==> src/irq_ctrl_map.vh <==
`ifndef IRQ_CTRL_MAP_VH
`define IRQ_CTRL_MAP_VH

// Register offsets.
`define OFS_INTERRUPT_CONTROL 8'h0b
`define OFS_PERIPHERAL_FLAGS 8'h0c
`define OFS_PERIPHERAL_ENABLES 8'h8c
`define OFS_IRQ_CONFIG 8'h81

// Fields of interrupt_control.
`define BIT_GLOBAL_IRQ_ENABLE 7
`define BIT_PERIPHERAL_IRQ_ENABLE 6
`define BIT_TIMER_OVF_IRQ_ENABLE 5
`define BIT_EXT_PIN_IRQ_ENABLE 4
`define BIT_PORT_CHANGE_IRQ_ENABLE 3
`define BIT_TIMER_OVF_FLAG 2
`define BIT_EXT_PIN_FLAG 1
`define BIT_PORT_CHANGE_FLAG 0

// Fields of the configuration register.
`define BIT_EXT_EDGE_SELECT 6

// Peripheral flag and enable layout; bit 3 is unused.
`define PERIPH_IMPL_MASK 8'hf7

// Reset values.
`define RST_INTERRUPT_CONTROL 8'h00
`define RST_PERIPHERAL 8'h00
`define RST_IRQ_CONFIG 8'hff

// Interrupt vector.
`define IRQ_VECTOR 13'h0004

// Quarter phases per instruction cycle.
`define QUARTER_COUNT 4

`endif

==> src/edge_catch.v <==
`timescale 1ns/10ps
`default_nettype none

// Detects a selected edge of one synchronous input.
module edge_catch (
  input wire clk_sys,
  input wire resetn,
  input wire sig_in,
  input wire rise_sel,
  output wire edge_pulse
);

  reg sig_prev_reg;
  reg armed_reg;

  // The first edge after reset only loads the history, so a pin already high
  // or low when reset ends does not look like an edge.
  always @(posedge clk_sys or negedge resetn) begin
    if (!resetn) begin
      sig_prev_reg <= 1'b0;
      armed_reg <= 1'b0;
    end else begin
      sig_prev_reg <= sig_in;
      armed_reg <= 1'b1;
    end
  end

  assign edge_pulse = armed_reg
    & (rise_sel ? (sig_in & ~sig_prev_reg) : (~sig_in & sig_prev_reg));

endmodule

`default_nettype wire

==> src/irq_ctrl.v <==
// Overview of operation
// - Ten sources: ext pin, timer, port change and seven peripheral events.
// - Global enable in control bit 7 lets unmasked requests reach the core.
// - Every reset clears the global enable.
// - Return-from-interrupt pops the return address and sets the global enable.
// - Accepting an interrupt clears global enable, pushes return address, vectors to 0004h.
// - Flags set on their events regardless of any enable.
// - Pin and port-change latency is three to four instruction cycles; here irq_take follows within two.
// - After global enable is cleared, next cycle ignores interrupts; a clearing instruction also runs a no-op, a register write does not.
// - External pin edge: rising when edge select bit 6 is set, else falling.
// - A valid pin edge sets control bit 1; its enable gates the request.
// - Pin interrupt wakes from sleep if enabled; global enable decides the branch.
// - Timer wrap FFh to 00h sets control bit 2; enabled by bit 5.
// - Change on upper port bits 7..4 sets control bit 0; enabled by bit 3.
// - A change coinciding with the port read may miss setting the flag.
// - Pin flag sampled every first quarter phase; may set from fourth through first.
// - Peripheral flags and enables pair bit for bit; bit 3 unused.
// - Power-up clears all of control including bit 0; other resets keep bit 0.
// - Only the return address is saved by hardware on entry.
// - Any enabled flag wakes the core even with global enable clear.
//
// Decided for this implementation: the strobed register port.
`timescale 1ns/10ps
`default_nettype none
`include "irq_ctrl_map.vh"

module irq_ctrl (
  input wire clk_sys,
  input wire resetn,
  input wire por_n,
  input wire [7:0] reg_addr,
  input wire [7:0] reg_wdata,
  input wire reg_wr,
  input wire reg_rd,
  output reg [7:0] reg_rdata,
  input wire ext_irq_pin,
  input wire [3:0] upper_port_pins,
  input wire port_read,
  input wire tick_wrap,
  input wire [7:0] periph_events,
  input wire [1:0] quarter_phase,
  input wire return_exec,
  input wire global_clear_exec,
  input wire irq_ack,
  input wire [12:0] pc_current,
  output wire irq_request,
  output wire wake_request,
  output reg irq_take,
  output reg force_nop,
  output reg [12:0] vector_pc,
  output reg stack_push,
  output reg [12:0] stack_push_data,
  output reg stack_pop
);

  localparam [1:0] PH_FIRST = 2'd0;
  localparam [1:0] PH_SECOND = 2'd1;
  localparam [1:0] PH_FOURTH = 2'd3;

  reg [7:0] ctrl_reg;
  reg [7:0] ctrl_next;
  reg [7:0] pflag_reg;
  reg [7:0] pflag_next;
  reg [7:0] pen_reg;
  reg [7:0] cfg_reg;
  reg port_bit0_reg;
  reg [3:0] port_latch_reg;
  reg ext_pend_reg;
  reg ext_sampled_reg;
  reg nop_hold_reg;
  reg por_seen_reg;
  wire ext_edge;
  wire port_change;
  wire core_hit;
  wire periph_hit;
  wire any_enabled;
  wire wr_ctrl;
  wire wr_pflag;

  ////////////////////////////////////////////////////////////////////////////
  // Event detection.

  edge_catch ext_edge_inst (
    .clk_sys(clk_sys),
    .resetn(resetn),
    .sig_in(ext_irq_pin),
    .rise_sel(cfg_reg[`BIT_EXT_EDGE_SELECT]),
    .edge_pulse(ext_edge)
  );

  // The port is compared against the value latched at the last read or detected change, so a
  // change landing on a read in the second phase is absorbed into the latch.
  assign port_change = (upper_port_pins != port_latch_reg)
    & ~(port_read & (quarter_phase == PH_SECOND));

  always @(posedge clk_sys or negedge resetn) begin
    if (!resetn) begin
      port_latch_reg <= 4'h0;
    end else if (port_read || port_change) begin
      port_latch_reg <= upper_port_pins;
    end
  end

  // Pin edges are held until the window from the fourth through first phase.
  always @(posedge clk_sys or negedge resetn) begin
    if (!resetn) begin
      ext_pend_reg <= 1'b0;
    end else if (quarter_phase == PH_FOURTH || quarter_phase == PH_FIRST) begin
      ext_pend_reg <= 1'b0;
    end else if (ext_edge) begin
      ext_pend_reg <= 1'b1;
    end
  end

  wire ext_set = (ext_edge || ext_pend_reg)
    && (quarter_phase == PH_FOURTH || quarter_phase == PH_FIRST);

  ////////////////////////////////////////////////////////////////////////////
  // Register file.

  assign wr_ctrl = reg_wr && (reg_addr == `OFS_INTERRUPT_CONTROL);
  assign wr_pflag = reg_wr && (reg_addr == `OFS_PERIPHERAL_FLAGS);

  always @* begin
    ctrl_next = ctrl_reg;
    if (wr_ctrl) begin
      ctrl_next = reg_wdata;
    end
    if (return_exec) begin
      ctrl_next[`BIT_GLOBAL_IRQ_ENABLE] = 1'b1;
    end
    if (irq_take) begin
      ctrl_next[`BIT_GLOBAL_IRQ_ENABLE] = 1'b0;
    end
    // Hardware sets win over a software clear in the same cycle.
    if (ext_set) begin
      ctrl_next[`BIT_EXT_PIN_FLAG] = 1'b1;
    end
    if (tick_wrap) begin
      ctrl_next[`BIT_TIMER_OVF_FLAG] = 1'b1;
    end
    if (port_change) begin
      ctrl_next[`BIT_PORT_CHANGE_FLAG] = 1'b1;
    end
  end

  always @* begin
    pflag_next = pflag_reg;
    if (wr_pflag) begin
      pflag_next = reg_wdata;
    end
    pflag_next = (pflag_next | periph_events) & `PERIPH_IMPL_MASK;
  end

  always @(posedge clk_sys or negedge resetn) begin
    if (!resetn) begin
      ctrl_reg <= `RST_INTERRUPT_CONTROL;
      pflag_reg <= `RST_PERIPHERAL;
      pen_reg <= `RST_PERIPHERAL;
      cfg_reg <= `RST_IRQ_CONFIG;
      por_seen_reg <= 1'b0;
    end else begin
      por_seen_reg <= 1'b1;
      // On the first edge after a non-power-up reset, restore bit 0.
      if (!por_seen_reg && por_n) begin
        ctrl_reg <= {ctrl_next[7:1], port_bit0_reg | ctrl_next[0]};
      end else begin
        ctrl_reg <= ctrl_next;
      end
      pflag_reg <= pflag_next;
      if (reg_wr && reg_addr == `OFS_PERIPHERAL_ENABLES) begin
        pen_reg <= reg_wdata & `PERIPH_IMPL_MASK;
      end
      if (reg_wr && reg_addr == `OFS_IRQ_CONFIG) begin
        cfg_reg <= reg_wdata;
      end
    end
  end

  // Keeps the port-change flag through resets other than power-up.
  always @(posedge clk_sys) begin
    if (resetn) begin
      port_bit0_reg <= ctrl_next[`BIT_PORT_CHANGE_FLAG];
    end else if (!por_n) begin
      port_bit0_reg <= 1'b0;
    end
  end

  always @(posedge clk_sys or negedge resetn) begin
    if (!resetn) begin
      reg_rdata <= 8'h00;
    end else if (reg_rd) begin
      case (reg_addr)
        `OFS_INTERRUPT_CONTROL: reg_rdata <= ctrl_reg;
        `OFS_PERIPHERAL_FLAGS: reg_rdata <= pflag_reg;
        `OFS_PERIPHERAL_ENABLES: reg_rdata <= pen_reg;
        `OFS_IRQ_CONFIG: reg_rdata <= cfg_reg;
        default: reg_rdata <= 8'h00;
      endcase
    end else begin
      reg_rdata <= 8'h00;
    end
  end

  ////////////////////////////////////////////////////////////////////////////
  // Request, wake and vectoring.

  // The pin flag only counts once it has been sampled at a first phase.
  always @(posedge clk_sys or negedge resetn) begin
    if (!resetn) begin
      ext_sampled_reg <= 1'b0;
    end else if (quarter_phase == PH_FIRST) begin
      ext_sampled_reg <= ctrl_reg[`BIT_EXT_PIN_FLAG];
    end else if (!ctrl_reg[`BIT_EXT_PIN_FLAG]) begin
      ext_sampled_reg <= 1'b0;
    end
  end

  assign core_hit = (ext_sampled_reg & ctrl_reg[`BIT_EXT_PIN_IRQ_ENABLE])
    | (ctrl_reg[`BIT_TIMER_OVF_FLAG] & ctrl_reg[`BIT_TIMER_OVF_IRQ_ENABLE])
    | (ctrl_reg[`BIT_PORT_CHANGE_FLAG] & ctrl_reg[`BIT_PORT_CHANGE_IRQ_ENABLE]);
  assign periph_hit = |(pflag_reg & pen_reg);
  assign any_enabled = core_hit | periph_hit;
  assign wake_request = any_enabled;
  assign irq_request = ctrl_reg[`BIT_GLOBAL_IRQ_ENABLE] & ~nop_hold_reg & ~irq_take
    & (core_hit | (ctrl_reg[`BIT_PERIPHERAL_IRQ_ENABLE] & periph_hit));

  // A write or instruction that drops the global enable masks the next cycle.
  always @(posedge clk_sys or negedge resetn) begin
    if (!resetn) begin
      nop_hold_reg <= 1'b0;
      force_nop <= 1'b0;
    end else begin
      nop_hold_reg <= global_clear_exec
        | (wr_ctrl & ~reg_wdata[`BIT_GLOBAL_IRQ_ENABLE] & ctrl_reg[`BIT_GLOBAL_IRQ_ENABLE]);
      force_nop <= global_clear_exec;
    end
  end

  // Entry pushes only the return address and jumps to the vector.
  always @(posedge clk_sys or negedge resetn) begin
    if (!resetn) begin
      irq_take <= 1'b0;
      stack_push <= 1'b0;
      stack_push_data <= 13'h0000;
      vector_pc <= 13'h0000;
      stack_pop <= 1'b0;
    end else begin
      irq_take <= irq_request & irq_ack;
      stack_push <= irq_request & irq_ack;
      stack_pop <= return_exec;
      if (irq_request && irq_ack) begin
        stack_push_data <= pc_current;
        vector_pc <= `IRQ_VECTOR;
      end
    end
  end

endmodule

`default_nettype wire

==> config.mk <==
export PLATFORM = sky130hd
export DESIGN_NAME = irq_ctrl
export DESIGN_NICKNAME = d
export VERILOG_FILES = /design/src/edge_catch.v /design/src/irq_ctrl.v
export VERILOG_INCLUDE_DIRS = /design/src
export SDC_FILE = /design/constraint.sdc
export NUM_CORES = 1
export LEC_CHECK = 0
export BUFFER_PORTS_ARGS = -buffer_cell sky130_fd_sc_hd__buf_2
export CAP_MARGIN = 20
export CORE_MARGIN = 2
export CORE_UTILIZATION = 55
export CTS_CLUSTER_DIAMETER = 30
export CTS_CLUSTER_SIZE = 40
export DETAILED_ROUTE_END_ITERATION = 8
export HOLD_SLACK_MARGIN = 0.03
export PLACE_DENSITY = 0.86
export SYNTH_ARGS = -nofsm -noshare
export SYNTH_HDL_FRONTEND = slang
export SYNTH_SLANG_ARGS = --single-unit
==> constraint.sdc <==
create_clock -name clk_sys -period 4.5 [get_ports clk_sys]
set_clock_uncertainty 0.05 [all_clocks]
set_input_delay 0.225 -clock clk_sys [delete_from_list [all_inputs] [get_ports clk_sys]]
set_output_delay 0.225 -clock clk_sys [all_outputs]
set_load 0.02 [all_outputs]
* Word-level counts from Yosys, hierarchy flattened
Index checks and enable logic that the tools add are counted.
Word-level totals: register bits 65, input port bits 54, output and inout port bits 40, word-level logic and storage cells 86
Operators by class: equality and inequality tests 9, muxes and demuxes 17, bitwise gates (word level) 29, reductions and logical operators 14
Operators by type and width (number):
- 8-bit case mux with 4 select lines | 1
- 8-bit two-way mux | 3
- 8-bit by 4-bit equality test with 1-bit output (second input constant) | 2
- 8-bit equality test (second input constant) | 2
- 1-bit AND | 15
- 1-bit two-way mux | 13
- 8-bit AND | 1
- 8-bit bitwise OR | 1
- 8-bit OR reduction | 1
- 1-bit logical AND | 7
- 1-bit inverter | 6
- 1-bit bitwise OR | 6
- 4-bit inequality test | 1
- 1-bit logical OR | 3
- 2-bit by 1-bit equality test with 1-bit output (second input constant) | 1
- 2-bit equality test (second input constant) | 1
- 2-bit logical NOT | 1
- 2-bit by 1-bit inequality test with 1-bit output (second input constant) | 1
- 2-bit inequality test (second input constant) | 1
- 2-bit nonzero test | 1
- 1-bit logical NOT | 1

* Longest topological paths before layout
depth in word-level cells 7, depth in mapped cells 6

* Modules after synthesis
From an unflattened synthesis, not the netlist that was laid out.
Unflattened totals: cells, all modules 238, area total of the unflattened synthesis 2987.9 µm²
Modules (own cells, without submodules):
- irq_ctrl | times used 1, cells each 232, area an instance 2910.3 µm², seq. area each 1616.6 µm²
- edge_catch | times used 1, cells each 6, area an instance 77.6 µm², seq. area each 50.0 µm²

* Worst setup path before layout
OpenSTA, ideal clock, no wires.
kind flip-flop to flip-flop, from register, netlist name stack_push, to register stack_push_data[0], setup time 0.125 ns, arrival time 1.800 ns, setup slack 2.525 ns, cell stages (with the launch flop) 6, clock period less this slack 1.975 ns, cell sequence dfrtp_1 > or3b_1 > or3b_1 > a21boi_4 > buf_12 > mux2_4
RTL lines:
- end signal: assignment | line irq_ctrl.v:253 | stack_push_data <= pc_current;
- end: declaration | line irq_ctrl.v:52 | output reg [12:0] stack_push_data,

* Worst setup path in the final report
from register ctrl_reg[2], to register stack_push_data[4]
On the way: cells in the longest elaborated chain, start to end 6
Ends and longest elaborated chain:
- start: declaration | line irq_ctrl.v:60 | reg [7:0] ctrl_reg;
- start signal: assignment | line irq_ctrl.v:157 | ctrl_reg <= `RST_INTERRUPT_CONTROL;
- start signal: assignment | line irq_ctrl.v:166 | ctrl_reg <= {ctrl_next[7:1], port_bit0_reg | ctrl_next[0]};
- start signal: assignment | line irq_ctrl.v:168 | ctrl_reg <= ctrl_next;
- 1-bit AND | line irq_ctrl.v:220 | | (ctrl_reg[`BIT_TIMER_OVF_FLAG] & ctrl_reg[`BIT_TIMER_OVF_IRQ_ENABLE])
- 1-bit bitwise OR (2 in a row) | line irq_ctrl.v:219 | assign core_hit = (ext_sampled_reg & ctrl_reg[`BIT_EXT_PIN_IRQ_ENABLE])
- 1-bit bitwise OR | line irq_ctrl.v:226 | & (core_hit | (ctrl_reg[`BIT_PERIPHERAL_IRQ_ENABLE] & periph_hit));
- 1-bit AND | line irq_ctrl.v:225 | assign irq_request = ctrl_reg[`BIT_GLOBAL_IRQ_ENABLE] & ~nop_hold_reg & ~irq_take
- 1-bit logical AND | line irq_ctrl.v:252 | if (irq_request && irq_ack) begin
Every way passes these cells. A chain may end at the register's enable or synchronous reset.

==> impl_metrics.json <==
{
  "layout-drive-gt1-share_pct": 42.8,
  "ctsRootBufferMaster": "clkbuf_8",
  "synth_top_area_share_pct": 47.3,
  "crit_slowest_cell": "a21boi_4",
  "synth_ff_type": "dfrtp_1",
  "htree_levels": 3,
  "crit_arrival_ps": 2370,
  "num_rows": 26,
  "num_vias": 2204,
  "cp-end-kind": "register",
  "cp.buffers_inverters": 0,
  "largest_register_ff_count": 13,
  "slew_headroom_pct": 50.1,
  "grtUsageTotal_pct": 23.5,
  "dp_cells": 376,
  "grt_max_degree": 37,
  "maxCapViolCount": 0,
  "synth-seq-cells": 65,
  "power_density_nw_per_um2": 352,
  "cts.sinks": 65,
  "max_clock_freq_mhz": 455,
  "drtIter0Drc": 322,
  "ant_nets": 0,
  "initial_core_util_pct": 57.7,
  "ys_warn_count": 0,
  "synth_cell_types": 45,
  "core_area_sq_um": 5140,
  "hold_path_class": "input pin to register",
  "wl_per_cell_um": 16.1,
  "clk_latency_ps": 340,
  "viasPerCell": 5.46,
  "yosys-top-cells-area": "dfrtp_1 47%, mux2_2 9.5%, dfstp_2 7.1%, mux2_4 4.1%, buf_4 3.3%",
  "ios": 94,
  "final_cell_mix": "80 x buf_2, 56 x dfrtp_1, 25 x mux2_2, 25 x nand2_1, 13 x conb_1",
  "hold_viol": 0,
  "gp_congestion": 0.809,
  "async_flop_share_pct": 98.5,
  "setup_tns_ps": 0,
  "path_delay_family": "compound AO/OA/AOI/OAI gates",
  "min_period_over_period_pct": 48.8,
  "die_w_um": 77.4,
  "die_h_um": 77.4,
  "grt-ovfl-total": 0,
  "fin_cells": 404,
  "rsz0062_at_grt": "false",
  "antenna_found_initial": 0,
  "first_pass_iters": 5,
  "path_max_fanout": 15,
  "syn_inst": 239,
  "crit_path_cell_trace": "a222oi_1 > or3b_1 > a21boi_4 > mux2_2",
  "nets": 385,
  "p_leak_uw": 0.00185,
  "yosysTopAreaCell": "dfrtp_1",
  "finalSetupViolCount": 0,
  "path_class": "register to register",
  "worst_slew_pin_slew_ps": 749,
  "period_needed_ps": 2200,
  "final_common_cell": "buf_2",
  "place_hpwl_um": 4700,
  "cp.required_ps": 4670,
  "critPathLaunchType": "register",
  "report.final.slew_viol_count": 0,
  "whs_ps": 35.6,
  "synth-seq-area-share_pct": 55.4,
  "cts_tree": "built",
  "synth_edf_count": 1,
  "largest_register": "stack_push_data",
  "grt_pass1_vias": 2259,
  "cts_made_buffers": 9,
  "insertedDiodeCount": 0,
  "clkSlewWorstSetupHoldPaths_ps": 70,
  "grt_pass1_wl_um": 10800,
  "area_delta_synth_final_pct": 23.8,
  "slowest_delay_ps": 510,
  "syn_avg_cell_area_sq_um": 12.4,
  "drt_wl_total_um": 6520,
  "cts_buffer_depth": 2,
  "vdd_ir_drop_max_mv": 0.251,
  "status": "complete, no violations",
  "synth_area_sq_um": 2960,
  "portBuffers": 80,
  "die_area_sq_um": 5990,
  "drc": 0
}
[timing repair]
item | CTS | global route
endpoints found under the hold margin | 42 | 0
setup buffers | 0 | 0
hold buffers | 12 | 0
resized for setup | 0 | 0
endpoints found under the setup margin | 0 | 0
[layout make-up]
class                   instances  area [sq um]
clock inverters                 2          35.0
repair buffers                 93           528
multi-input cells             155          1180
flip-flops and latches         65          1640
well taps                      70          87.6
clock buffers                  14           173
inverters                       5          18.8
fillers                       378          1470
[final timing paths]
| check | start | cells past startpoint | slack (ps) | endpoint |
|---|---|---|---|---|
| worst max-delay path | ctrl_reg[2]$_DFFE_PN0P_ | 4 | 2300 | stack_push_data[4]$_DFFE_PN0P_ |
| worst min-delay path | periph_events[2] | 2 | 40 | pflag_reg[2]$_DFF_PN0_ |
| worst max register to register | ctrl_reg[2]$_DFFE_PN0P_ | 4 | 2300 | stack_push_data[4]$_DFFE_PN0P_ |
| worst min register to register | vector_pc[2]$_DFFE_PN0P_ | 1 | 420 | vector_pc[2]$_DFFE_PN0P_ |
| max in group asynchronous | resetn | 3 | 3050 | cfg_reg[0]$_DFFE_PN1P_ |
| min in group asynchronous | resetn | 2 | 440 | ext_edge_inst.sig_prev_reg$_DFF_PN0_ |
[routing by layer]
metal / track usage [%] / part of all wire, %
met4: 10.7 / 3.1
met3: 5.81 / 7.1
met1: 29.1 / 40
met5: 0 / 0
met2: 39.1 / 50
[metrics by stage]
step	instance area, sq um	util (%)	setup WS [ps]	power, uW
after floorplan	3010	-	2530	722
after detailed placement	3340	65.0	2320	778
after global routing	3670	71.4	2150	1340
after global placement	3340	65.0	2400	771
final	3670	71.4	2300	1290
after CTS	3670	71.4	2270	1300
[Yosys cell counts, drive strengths merged (2+ instances only)]
library cell   n
dfrtp         56
mux2          33
nand2         25
buf           15
clkbuf        10
nand3b         9
dfstp          8
nor2           7
a222oi         6
a21oi          5
inv            5
nand3          5
o21ai          4
xor2           4
a22o           3
a22oi          3
a31oi          3
and3           3
nand4          3
or3b           3
a21boi         2
a32oi          2
and4b          2
conb           2
ha             2
mux2i          2
nand2b         2
nor2b          2
o211ai         2
[logic make-up (layout without fill, tap and decap cells)]
kind of cell	Yosys count	in the layout	synth area share (%)
and+or+nand+nor	67	67	13.0
DFF	65	65	55.4
muxes	35	35	14.2
AOI/OAI and AO/OA	34	34	9.08
buffers and inverters	30	114	6.04
xor gates and xnor gates	4	4	1.18
adders and majority gates	2	2	0.844
other	2	13	0.253
[report_power, final]
group / total [uW] / internal (uW) / switching (uW)
Clock: 516 / 301 / 215
Combinational: 150 / 66.4 / 83.4
Sequential: 625 / 611 / 14.4
Total: 1290 / 978 / 313
[worst reg2reg max path, cell delays in order (launching register included)]
cell and delay, ps:
dfrtp_1 420, a222oi_1 490, or3b_1 200, a21boi_4 510, mux2_2 410
No activity file was read; power rests on OpenSTA's default activity.
